**src/hdl/dul_pkg.sv**
```systemverilog
package dul_pkg;
	// ==========================================================
	// Link timing
	localparam int CLK_HZ         = 25000000;
	localparam int LINK_BIT_HZ    = 1000000;
	localparam int BIT_CYC        = CLK_HZ / LINK_BIT_HZ;
	localparam int HALF_CYC       = BIT_CYC / 2;
	localparam int SAMPLE1_CYC    = HALF_CYC / 2;
	localparam int SAMPLE2_CYC    = HALF_CYC + SAMPLE1_CYC;
	localparam int WORD_BITS      = 38;
	localparam int GAP_BITS       = 3;
	localparam int BLINK_HALF_MS  = 250;
	localparam int BLINK_HALF_CYC = CLK_HZ / 1000 * BLINK_HALF_MS;
	// ==========================================================
	// Word fields and codes
	localparam logic [2:0]  SYNC_CMD        = 3'h5;
	localparam logic [2:0]  SYNC_DATA       = 3'h6;
	localparam logic [10:0] CHECK_POLY      = 11'h385;
	localparam logic [3:0]  MSGC_KEY_DATA   = 4'h1;
	localparam logic [3:0]  MSGC_FORMAT_REQ = 4'h2;
	localparam logic [4:0]  KEY_CRIT_FMT    = 5'h0D;
	localparam logic [4:0]  KEY_OTHER_FMT   = 5'h0E;
	localparam logic [4:0]  KEY_ENTER       = 5'h0F;
	localparam logic [4:0]  KEY_CLEAR       = 5'h13;
	localparam logic [4:0]  KEY_LAST        = 5'h1B;
	localparam logic [1:0]  INT_NORMAL      = 2'h0;
	localparam logic [1:0]  INT_BLINK       = 2'h1;
	localparam logic [1:0]  INT_BRIGHT      = 2'h2;

	// First bit on the wire is the MSB
	typedef struct packed {
		logic [2:0]  sync;
		logic [3:0]  message_control;
		logic [4:0]  unit_addr;
		logic        memory_area_flag;
		logic [8:0]  unit_channel_address;
		logic [4:0]  count;
		logic [10:0] word_check_code;
	} dul_cmd_type;

	typedef struct packed {
		logic [2:0]  sync;
		logic [7:0]  ctrl;
		logic [15:0] payload;
		logic [10:0] word_check_code;
	} dul_data_type;

	typedef struct packed {
		logic        skeleton;
		logic [1:0]  intensity;
		logic [3:0]  code;
		logic [11:0] value;
	} dul_elem_type;

	function automatic logic [10:0] dul_check_code(input logic [26:0] d);
		logic [10:0] c;
		c = '0;
		for (int i = 26; i >= 0; i--) begin
			c = (c[10] ^ d[i]) ? ({c[9:0], 1'b0} ^ CHECK_POLY) : {c[9:0], 1'b0};
		end
		return c;
	endfunction
endpackage

```
**src/hdl/dul_display_link.sv**
```systemverilog
// What this block does
// - Idle means refresh only, receivers listening
// - Blinking is part of ordinary refresh
// - Command word then exactly counted data words
// - Command word field layout is fixed
// - Data word field layout is fixed
// - Payload: four-bit code, twelve-bit value
// - Both send requests and receive commands
// - Accept, interpret and act on key codes
// - Buffer keys, echo on scratch-pad line
// - Enter is not echoed, authorizes action
// - Blink, normal and bright intensities
// - Merge skeleton with variables, accept self-test
// - Display-calling entry starts request to computers
// - Eleven-bit check code generated and verified
// - Manchester serial words at one megahertz
// - Interrupt only when unit address matches
`timescale 1ns/1ps
module dul_display_link #(
	parameter int PAD_DEPTH      = 8,
	parameter int FIFO_DEPTH     = 8,
	parameter int BLINK_HALF_CYC = dul_pkg::BLINK_HALF_CYC
) (
	input  logic                        clk,
	input  logic                        reset,
	input  logic                        link_rx_line,
	output logic                        link_tx_line,
	input  logic [4:0]                  unit_address,
	input  logic                        key_valid,
	input  logic [4:0]                  key_code,
	input  logic                        selftest_valid,
	input  logic [7:0]                  selftest_code,
	input  logic                        selftest_fail,
	output logic                        elem_valid,
	input  logic                        elem_ready,
	output dul_pkg::dul_elem_type       elem,
	output logic                        elem_visible,
	output logic [PAD_DEPTH*5-1:0]      pad_codes,
	output logic [$clog2(PAD_DEPTH+1)-1:0] pad_count,
	output logic                        msg_irq,
	output logic                        msg_error,
	output logic                        blink_on,
	output logic                        quiescent,
	output logic [7:0]                  selftest_status
);
	localparam int         PCW    = $clog2(PAD_DEPTH + 1);
	localparam logic [4:0] C_S1   = 5'(dul_pkg::SAMPLE1_CYC);
	localparam logic [4:0] C_S2   = 5'(dul_pkg::SAMPLE2_CYC);
	localparam logic [4:0] C_LAST = 5'(dul_pkg::BIT_CYC - 1);
	localparam logic [5:0] C_WEND = 6'(dul_pkg::WORD_BITS - 1);
	localparam logic [31:0] C_BLINK = 32'(BLINK_HALF_CYC - 1);

	// ==========================================================
	// State
	typedef enum logic [1:0] {RX_IDLE, RX_BIT, RX_WAIT_LOW} dul_rx_state_type;
	typedef enum logic [1:0] {M_IDLE, M_COLLECT, M_DRAIN} dul_msg_state_type;
	typedef enum logic [1:0] {T_IDLE, T_CMD, T_DATA} dul_tx_state_type;
	typedef struct packed {
		logic                        s1;
		logic                        s2;
		logic                        s3;
		dul_rx_state_type            rx_st;
		logic [4:0]                  cyc;
		logic [5:0]                  bidx;
		logic                        half1;
		logic                        code_err;
		logic [37:0]                 shreg;
		logic                        word_done;
		dul_msg_state_type           mstate;
		logic                        foreign;
		logic [4:0]                  remaining;
		logic [4:0]                  nwords;
		logic [4:0]                  didx;
		logic                        skel;
		dul_pkg::dul_elem_type [30:0] store;
		logic                        irq;
		logic                        err;
		logic [PAD_DEPTH-1:0][4:0]   pad;
		logic [PCW-1:0]              pcount;
		dul_tx_state_type            tst;
		logic [PCW-1:0]              tidx;
		logic                        fmt;
		logic [31:0]                 bcnt;
		logic                        blink;
		logic [7:0]                  selftest;
	} dul_state_type;
	dul_state_type         st_reg;
	dul_state_type         st_next;
	dul_pkg::dul_cmd_type  w_cmd;
	dul_pkg::dul_data_type w_data;
	logic                  w_ok;
	logic                  rx_hi;
	logic                  rx_lo;
	logic                  fifo_in_valid;
	logic                  fifo_in_ready;
	logic                  tx_valid;
	logic                  tx_ready;
	logic [26:0]           tx_body;
	logic [1:0]            w_int;
	assign w_cmd  = dul_pkg::dul_cmd_type'(st_reg.shreg);
	assign w_data = dul_pkg::dul_data_type'(st_reg.shreg);
	assign w_ok   = !st_reg.code_err
		&& (w_cmd.word_check_code == dul_pkg::dul_check_code(st_reg.shreg[37:11]));
	assign w_int  = (w_data.ctrl[1:0] == 2'h3) ? dul_pkg::INT_NORMAL : w_data.ctrl[1:0];
	// Only agreeing late stages decide a level
	assign rx_hi  = st_reg.s2 && st_reg.s3;
	assign rx_lo  = !st_reg.s2 && !st_reg.s3;
	assign fifo_in_valid = st_reg.mstate == M_DRAIN;
	assign tx_valid      = st_reg.tst != T_IDLE;

	// ==========================================================
	// Outgoing word assembly
	always_comb begin
		if (st_reg.tst == T_CMD) begin
			tx_body = {dul_pkg::SYNC_CMD,
				st_reg.fmt ? dul_pkg::MSGC_FORMAT_REQ : dul_pkg::MSGC_KEY_DATA,
				unit_address, 1'b0, 9'h000, 5'(st_reg.pcount)};
		end else begin
			tx_body = {dul_pkg::SYNC_DATA, 8'h00, 11'h000, st_reg.pad[st_reg.tidx]};
		end
	end

	// ==========================================================
	// Next state
	always_comb begin
		st_next = st_reg;
		st_next.word_done = 1'b0;
		st_next.irq = 1'b0;
		st_next.err = 1'b0;
		// Receiver always listens, even while a reply is sent
		st_next.s1 = link_rx_line;
		st_next.s2 = st_reg.s1;
		st_next.s3 = st_reg.s2;
		case (st_reg.rx_st)
			RX_IDLE: begin
				if (rx_hi) begin
					st_next.rx_st    = RX_BIT;
					st_next.cyc      = '0;
					st_next.bidx     = '0;
					st_next.code_err = 1'b0;
				end
			end
			RX_BIT: begin
				st_next.cyc = st_reg.cyc + 5'h01;
				if (st_reg.cyc == C_S1) begin
					st_next.half1 = st_reg.s3;
				end
				if (st_reg.cyc == C_S2) begin
					st_next.shreg = {st_reg.shreg[36:0], st_reg.half1};
					if (st_reg.s3 == st_reg.half1) begin
						st_next.code_err = 1'b1;
					end
				end
				if (st_reg.cyc == C_LAST) begin
					st_next.cyc  = '0;
					st_next.bidx = st_reg.bidx + 6'h01;
					if (st_reg.bidx == C_WEND) begin
						st_next.word_done = 1'b1;
						st_next.rx_st     = RX_WAIT_LOW;
					end
				end
			end
			RX_WAIT_LOW: begin
				if (rx_lo) begin
					st_next.rx_st = RX_IDLE;
				end
			end
			default: st_next.rx_st = RX_IDLE;
		endcase
		// Committed message goes out only once whole and counted
		if (fifo_in_valid && fifo_in_ready) begin
			st_next.didx = st_reg.didx + 5'h01;
			if (st_reg.didx == st_reg.nwords - 5'h01) begin
				st_next.mstate = M_IDLE;
			end
		end
		if (st_reg.word_done) begin
			if (st_reg.mstate == M_DRAIN) begin
				// No room to take a word while the last message drains
				st_next.err = 1'b1;
			end else if (!w_ok || (w_cmd.sync != dul_pkg::SYNC_CMD
				&& w_cmd.sync != dul_pkg::SYNC_DATA)) begin
				st_next.err    = 1'b1;
				st_next.mstate = M_IDLE;
			end else if (w_cmd.sync == dul_pkg::SYNC_CMD) begin
				st_next.err       = st_reg.mstate == M_COLLECT;
				st_next.foreign   = w_cmd.unit_addr != unit_address;
				st_next.mstate    = M_IDLE;
				st_next.remaining = w_cmd.count;
				st_next.nwords    = w_cmd.count;
				st_next.skel      = w_cmd.memory_area_flag;
				if (!st_next.foreign) begin
					st_next.irq = 1'b1;
					if (w_cmd.count != 5'h00) begin
						st_next.mstate = M_COLLECT;
					end
				end
			end else if (st_reg.mstate == M_COLLECT) begin
				st_next.store[st_reg.nwords - st_reg.remaining] = {st_reg.skel, w_int,
					w_data.payload[15:12], w_data.payload[11:0]};
				st_next.remaining = st_reg.remaining - 5'h01;
				if (st_reg.remaining == 5'h01) begin
					st_next.mstate = M_DRAIN;
					st_next.didx   = '0;
				end
			end else begin
				// Surplus data word after our own message
				st_next.err = !st_reg.foreign;
			end
		end
		// Keys are ignored until the last request word is handed to the transmitter
		if (st_reg.tst == T_IDLE && key_valid) begin
			if (key_code == dul_pkg::KEY_ENTER) begin
				if (st_reg.pcount != '0) begin
					st_next.tst = T_CMD;
					st_next.fmt = st_reg.pad[0] == dul_pkg::KEY_CRIT_FMT
						|| st_reg.pad[0] == dul_pkg::KEY_OTHER_FMT;
				end
			end else if (key_code == dul_pkg::KEY_CLEAR) begin
				st_next.pcount = '0;
			end else if (key_code <= dul_pkg::KEY_LAST
				&& st_reg.pcount != PCW'(PAD_DEPTH)) begin
				st_next.pad[st_reg.pcount] = key_code;
				st_next.pcount = st_reg.pcount + PCW'(1);
			end
		end
		if (tx_valid && tx_ready) begin
			case (st_reg.tst)
				T_CMD: begin
					st_next.tst  = T_DATA;
					st_next.tidx = '0;
				end
				T_DATA: begin
					st_next.tidx = st_reg.tidx + PCW'(1);
					if (st_reg.tidx == st_reg.pcount - PCW'(1)) begin
						st_next.tst    = T_IDLE;
						st_next.pcount = '0;
					end
				end
				default: st_next.tst = T_IDLE;
			endcase
		end
		// Blink phase comes from the refresh timebase itself
		st_next.bcnt  = (st_reg.bcnt == C_BLINK) ? '0 : st_reg.bcnt + 32'h0000_0001;
		st_next.blink = st_reg.blink ^ (st_reg.bcnt == C_BLINK);
		if (selftest_valid) begin
			st_next.selftest = selftest_code;
		end
	end

	always_ff @(posedge clk or posedge reset) begin
		if (reset) begin
			st_reg <= '0;
		end else begin
			st_reg <= st_next;
		end
	end

	// ==========================================================
	// Buffering and serial output
	dul_fifo #(.WIDTH($bits(dul_pkg::dul_elem_type)), .DEPTH(FIFO_DEPTH)) u_fifo (
		.clk       (clk),
		.reset     (reset),
		.in_valid  (fifo_in_valid),
		.in_ready  (fifo_in_ready),
		.in_data   (st_reg.store[st_reg.didx]),
		.out_valid (elem_valid),
		.out_ready (elem_ready),
		.out_data  (elem)
	);

	dul_link_tx u_tx (
		.clk        (clk),
		.reset      (reset),
		.word_valid (tx_valid),
		.word_ready (tx_ready),
		.word_body  (tx_body),
		.line       (link_tx_line)
	);

	assign elem_visible = (elem.intensity != dul_pkg::INT_BLINK) || st_reg.blink;
	assign pad_codes    = st_reg.pad;
	assign pad_count    = st_reg.pcount;
	assign msg_irq      = st_reg.irq;
	assign msg_error    = st_reg.err;
	assign blink_on     = st_reg.blink;
	assign selftest_status = st_reg.selftest;
	// Last word still on the wire or a fresh command pulse is not idle
	assign quiescent    = st_reg.rx_st == RX_IDLE && st_reg.mstate == M_IDLE
		&& st_reg.tst == T_IDLE && tx_ready && !st_reg.irq && !selftest_fail;
endmodule

```
**src/hdl/dul_fifo.sv**
```systemverilog
`timescale 1ns/1ps
module dul_fifo #(
	parameter int WIDTH = 19,
	parameter int DEPTH = 8
) (
	input  logic             clk,
	input  logic             reset,
	input  logic             in_valid,
	output logic             in_ready,
	input  logic [WIDTH-1:0] in_data,
	output logic             out_valid,
	input  logic             out_ready,
	output logic [WIDTH-1:0] out_data
);
	localparam int AW = $clog2(DEPTH);
	localparam int CW = $clog2(DEPTH + 1);

	typedef struct packed {
		logic [DEPTH-1:0][WIDTH-1:0] mem;
		logic [AW-1:0]               wr;
		logic [AW-1:0]               rd;
		logic [CW-1:0]               count;
	} dul_fifo_state_type;

	dul_fifo_state_type st_reg;
	dul_fifo_state_type st_next;
	logic               push;
	logic               pop;

	assign in_ready  = st_reg.count != CW'(DEPTH);
	assign out_valid = st_reg.count != '0;
	assign out_data  = st_reg.mem[st_reg.rd];
	assign push      = in_valid && in_ready;
	assign pop       = out_valid && out_ready;

	always_comb begin
		st_next = st_reg;
		if (push) begin
			st_next.mem[st_reg.wr] = in_data;
			st_next.wr = (st_reg.wr == AW'(DEPTH - 1)) ? '0 : st_reg.wr + AW'(1);
		end
		if (pop) begin
			st_next.rd = (st_reg.rd == AW'(DEPTH - 1)) ? '0 : st_reg.rd + AW'(1);
		end
		st_next.count = st_reg.count + CW'(push) - CW'(pop);
	end

	always_ff @(posedge clk or posedge reset) begin
		if (reset) begin
			st_reg <= '0;
		end else begin
			st_reg <= st_next;
		end
	end
endmodule

```
**src/hdl/dul_link_tx.sv**
```systemverilog
`timescale 1ns/1ps
module dul_link_tx (
	input  logic        clk,
	input  logic        reset,
	input  logic        word_valid,
	output logic        word_ready,
	input  logic [26:0] word_body,
	output logic        line
);
	localparam logic [4:0] C_HALF = 5'(dul_pkg::HALF_CYC);
	localparam logic [4:0] C_LAST = 5'(dul_pkg::BIT_CYC - 1);
	localparam logic [5:0] C_WEND = 6'(dul_pkg::WORD_BITS - 1);
	localparam logic [5:0] C_GEND = 6'(dul_pkg::GAP_BITS - 1);

	typedef enum logic [1:0] {TX_IDLE, TX_SEND, TX_GAP} dul_tx_phase_type;
	typedef struct packed {
		dul_tx_phase_type ph;
		logic [37:0]      sh;
		logic [4:0]       cyc;
		logic [5:0]       bidx;
		logic             line;
	} dul_tx_state_type;

	dul_tx_state_type st_reg;
	dul_tx_state_type st_next;

	assign word_ready = st_reg.ph == TX_IDLE;
	assign line       = st_reg.line;

	always_comb begin
		st_next = st_reg;
		case (st_reg.ph)
			TX_IDLE: begin
				st_next.line = 1'b0;
				if (word_valid) begin
					st_next.sh   = {word_body, dul_pkg::dul_check_code(word_body)};
					st_next.ph   = TX_SEND;
					st_next.cyc  = '0;
					st_next.bidx = '0;
					st_next.line = word_body[26];
				end
			end
			TX_SEND: begin
				// One is high then low; the mid-bit edge carries the clock
				st_next.cyc  = st_reg.cyc + 5'h01;
				st_next.line = st_reg.sh[37] ^ (st_next.cyc >= C_HALF);
				if (st_reg.cyc == C_LAST) begin
					st_next.cyc  = '0;
					st_next.sh   = {st_reg.sh[36:0], 1'b0};
					st_next.bidx = st_reg.bidx + 6'h01;
					st_next.line = st_reg.sh[36];
					if (st_reg.bidx == C_WEND) begin
						st_next.ph   = TX_GAP;
						st_next.bidx = '0;
						st_next.line = 1'b0;
					end
				end
			end
			TX_GAP: begin
				// Low gap lets the far receiver find the next start edge
				st_next.cyc = st_reg.cyc + 5'h01;
				if (st_reg.cyc == C_LAST) begin
					st_next.cyc  = '0;
					st_next.bidx = st_reg.bidx + 6'h01;
					if (st_reg.bidx == C_GEND) begin
						st_next.ph = TX_IDLE;
					end
				end
			end
			default: st_next.ph = TX_IDLE;
		endcase
	end

	always_ff @(posedge clk or posedge reset) begin
		if (reset) begin
			st_reg <= '0;
		end else begin
			st_reg <= st_next;
		end
	end
endmodule

```
**config.mk**
```make
export PLATFORM = sky130hd
export DESIGN_NAME = dul_display_link
export DESIGN_NICKNAME = d
export VERILOG_FILES = /design/src/hdl/dul_pkg.sv /design/src/hdl/dul_display_link.sv /design/src/hdl/dul_fifo.sv /design/src/hdl/dul_link_tx.sv
export SDC_FILE = /design/constraint.sdc
export NUM_CORES = 2
export LEC_CHECK = 0
export BUFFER_PORTS_ARGS = -buffer_cell sky130_fd_sc_hd__clkbuf_2
export CAP_MARGIN = 20
export CORE_UTILIZATION = 54
export CTS_CLUSTER_SIZE = 12
export DETAILED_ROUTE_END_ITERATION = 8
export PLACE_DENSITY = 0.7
export SLEW_MARGIN = 20
export SYNTH_ARGS = -nofsm -noshare
export SYNTH_HDL_FRONTEND = slang
export SYNTH_SLANG_ARGS = --single-unit
export TNS_END_PERCENT = 1
```
**constraint.sdc**
```tcl
create_clock -name clk -period 46.5 [get_ports clk]
set_input_delay 13.95 -clock clk [delete_from_list [all_inputs] [get_ports clk]]
set_output_delay 13.95 -clock clk [all_outputs]
set_load 0.02 [all_outputs]
```
==> summary.md <==
| Metric | Value |
|---|---|
| Die Span Y | 297 um |
| Routability congestion estimate | 0.830 |
| Max reg flops | 664 |
| Largest stage delay on the critical path | 180 ps |
| Gr usage total | 24.7% |
| Residual DRC count | 0 |
| CTS Buf Count | 100 |
| Leak | 24.6 nW |
| Fraction of registers with async set/reset | between 90% and 100% |
| Synthesized area | around 0.047 mm^2 |
| Clk network pwr share | 38.7% |
| VDD IR max | roughly 28 uV |
| Sum Neg Setup Slack | 0 ps |
| Pwr per Cell Area | ~40 mW/mm^2 |
| P_int | 1.46 mW |
| Wire length on met3 | ~4300 um |
| CTS tree | built |
| ANT nets after route | 0 |
| Hold slack | approximately 350 ps |
| Required time of the critical path | between 30,000 and 40,000 ps |
| Register area | 0.0244 mm^2 |
| Sequential share of power | a little under half |
| Die Wd | 297 um |
| Area growth, synth to finish | 9.51% |
| Cells after Synth | approximately 3,300 |
| Sw Ratio | ~27% |
| First-pass GRT wire length | between 150,000 and 200,000 um |
| Setup bufs post-CTS | 0 |
| Final wirelength | roughly 110,000 um |
| Crit path buffers/inverters | 2 |
| Worst-margin pin slew | approximately 1100 ps |
| Max Fclk | around 35 MHz |
| Worst Hold Class | register to register |
| Critical Path AT | between 10,000 and 15,000 ps |
| WL per Instance | about 24 um |
| Seq cells post-synth | approximately 970 |
| EDFF count, synth | 0 |
| Largest net degree at the start of global routing | 188 |
| Avg Inst Size Synth | about 14 um^2 |
| Buffers on Ports | 102 |
| Root buffer cell | clkbuf_16 |
| Switching pwr | approximately 0.55 mW |
| Vias in the first global route | 29,700 |
| Overflow after GRT | 0 |
| Combinational share of power | between 10% and 20% |
| Ports | 103 |
| Initial Util | 54.9% |
| DP HPWL | 66,300 um |
| Core Region | between 0.08 and 0.09 mm^2 |
| Layout cells sized above 1 | between 40 and 50% |
| CTS sink cnt | between 900 and 1,000 |
| Skew final | 19.7 ps |
| Setup violations, final | 0 |
| Status | complete, no violations |
| Hold-fix buffers at CTS | 0 |
| Kind of cell adding the most delay to the critical path | simple AND/OR/NAND/NOR gates |
| Multi-input gate area | 0.0213 mm^2 |
| Crit Path Category | input port to output port |
| Top routing layer in use | met5 |
| Critical Path Sink Type | output port |
| Clock slew at reported path FFs | 60 ps |
| Period utilization | between 60% and 70% |
| Yosys Warn Count | 0 |
| Die area | a little under 0.09 mm^2 |
| Syn_nets | 3,383 |
| Vias per cell | around 6.1 |
| First-iteration detailed-routing DRC count | 1,740 |
| TritonRoute pass-1 iters | 5 |
| Routed via count | around 27,000 |
| Initial antenna violation count | 2 |
| Fill count | about 6,400 |
| Row count | approximately 110 |
| Unrepaired setup endpoints after global routing | no |
| Routed wl met2 | 54,200 um |
| Buffer depth of the longest clock path | 3 |
| Critical-path cell list | clkbuf_2, nor4_1, and3_1, clkbuf_2 |
| Seq/Total Area, Yosys | slightly above 50% |
| Clk_lat worst skew | around 660 ps |
| Final hold violation count | 0 |
| Maximum fanout along the worst path | 1 |
| Critical Path Source Type | input port |
| Post-CTS resize count | 0 |
| Slowest CP cell | and3_1 |
| Fin nets | about 3,400 |
| Number of distinct library cells after synthesis | 73 |
| Slew Limit Headroom | 27.6% |
| Crit-path most repeated cell | clkbuf_2 |
| Final max-slew violation count | 0 |
| Antenna cells | 0 |
| Commonest register cell after synthesis | dfrtp_1 |
| Fin crit period | between 20,000 and 30,000 ps |
| H-tree Lvls | 3 |
| MaxCap Viol Count | 0 |
| Met1 WL | roughly 46,000 um |
==> logic make-up (layout without fill, tap and decap cells) <==
group | after synthesis | count (layout) | synth area share (%)
XOR/XNOR | 192 | 192 | 4.58
multiplexers | 1119 | 1119 | 31.7
AO/OA/AOI/OAI | 189 | 189 | 2.51
adder cells (fa/ha/maj) | 44 | 44 | 1.20
AND/OR/NAND/NOR | 464 | 464 | 5.10
flip-flops | 973 | 973 | 51.8
buffers and inverters | 333 | 380 | 3.18
==> Yosys cell counts (10+ instances only) <==
| cell type | n | area [um^2] |
|---|---|---|
| xor2_1 | 65 | 569 |
| buf_4 | 55 | 413 |
| xnor3_1 | 24 | 541 |
| mux2i_1 | 29 | 290 |
| xnor2_1 | 92 | 806 |
| nor3_1 | 27 | 135 |
| inv_1 | 50 | 188 |
| nor2_1 | 109 | 409 |
| mux2_1 | 33 | 372 |
| and2_1 | 11 | 68.8 |
| nand3_2 | 13 | 130 |
| and3_1 | 11 | 68.8 |
| ha_1 | 42 | 526 |
| a21oi_1 | 36 | 180 |
| nand4_1 | 16 | 100 |
| nand3_4 | 10 | 175 |
| nor2b_1 | 12 | 75.1 |
| mux2_2 | 850 | 9570 |
| o21ai_0 | 72 | 360 |
| a221oi_1 | 14 | 123 |
| nand3_1 | 64 | 320 |
| clkbuf_1 | 171 | 642 |
| buf_2 | 21 | 105 |
| buf_1 | 32 | 120 |
| nor4_1 | 11 | 68.8 |
| nand2_1 | 144 | 541 |
| mux4_2 | 207 | 4660 |
| dfrtp_1 | 973 | 24300 |
==> final timing paths <==
kind | start | endpoint | slack (ps) | cells past startpoint
max in group asynchronous | reset | st_reg[379] | 29620 | 6
min | st_next[757] | st_next[756] | 350 | 0
min in group asynchronous | reset | st_reg[38] | 13400 | 2
min reg2reg | st_next[757] | st_next[756] | 350 | 0
max | selftest_fail | quiescent | 18020 | 4
max reg2reg | w_cmd[35] | st_reg[464] | 40770 | 12
==> cell usage in the layout, fill, tap and decap left out, drive strengths merged, types with 11 or more instances in the layout <==
cell type and n:
a21oi 36, a221oi 14, and2 12, and3 11, buf 51, clkbuf 261, clkinv 14, dfrtp 973
ha 42, inv 52, mux2 883, mux2i 29, mux4 207, nand2 144, nand3 87, nand4 16
nor2 109, nor2b 12, nor3 28, nor4 14, o21ai 73, xnor2 94, xnor3 25, xor2 66
==> power groups by stage <==
stage | Combinational [mW] | Sequential [mW] | Clock [mW]
final | 0.309 | 0.922 | 0.778
after global routing | 0.339 | 0.927 | 0.829
after CTS | 0.310 | 0.921 | 0.793
after detailed placement | 0.309 | 0.936 | 0
after global placement | 0.298 | 0.933 | 0
after floorplan | 0.265 | 0.924 | 0
==> through the flow <==
step / cell area, um^2 / total power [mW] / std cells / setup slack, ps / util [%]
floorplan: 47000 / 1.19 / 3314 / 5180 / -
global placement: 48100 / 1.23 / 4322 / 18000 / 56.2
detailed placement: 48200 / 1.24 / 4324 / 18000 / 56.2
CTS: 51300 / 2.02 / 4499 / 18000 / 59.9
global route: 51500 / 2.09 / 4505 / 17990 / 60.1
finish: 51500 / 2.01 / 4505 / 18020 / 60.1
==> worst register-to-register path, stage by stage (launching register included) <==
cell and delay, ps:
dfrtp_1 510, inv_1 100, ha_1 340, xnor3_2 330, xnor3_1 350, xnor3_1 520, xor2_1 280, xnor3_1 460
nor4_2 340, o221ai_2 280, nor4_4 670, nand3_2 840, mux2_2 590
==> routing by layer <==
layer  global-route usage (%)  vias to the layer above
li1                         -                    11900
met1                     33.3                    14600
met2                     42.4                      561
met3                     3.01                      171
met4                     6.70                        2
met5                        0                        -
==> cell type report <==
class,count,area share (%)
flip-flops and latches,973,47.3
multi-input cells,2008,41.3
clock buffers,159,5.86
well taps,1144,2.78
repair buffers,153,2.03
inverters,52,0.393
clock inverters,16,0.318
Power figures use the tool's default switching activity.
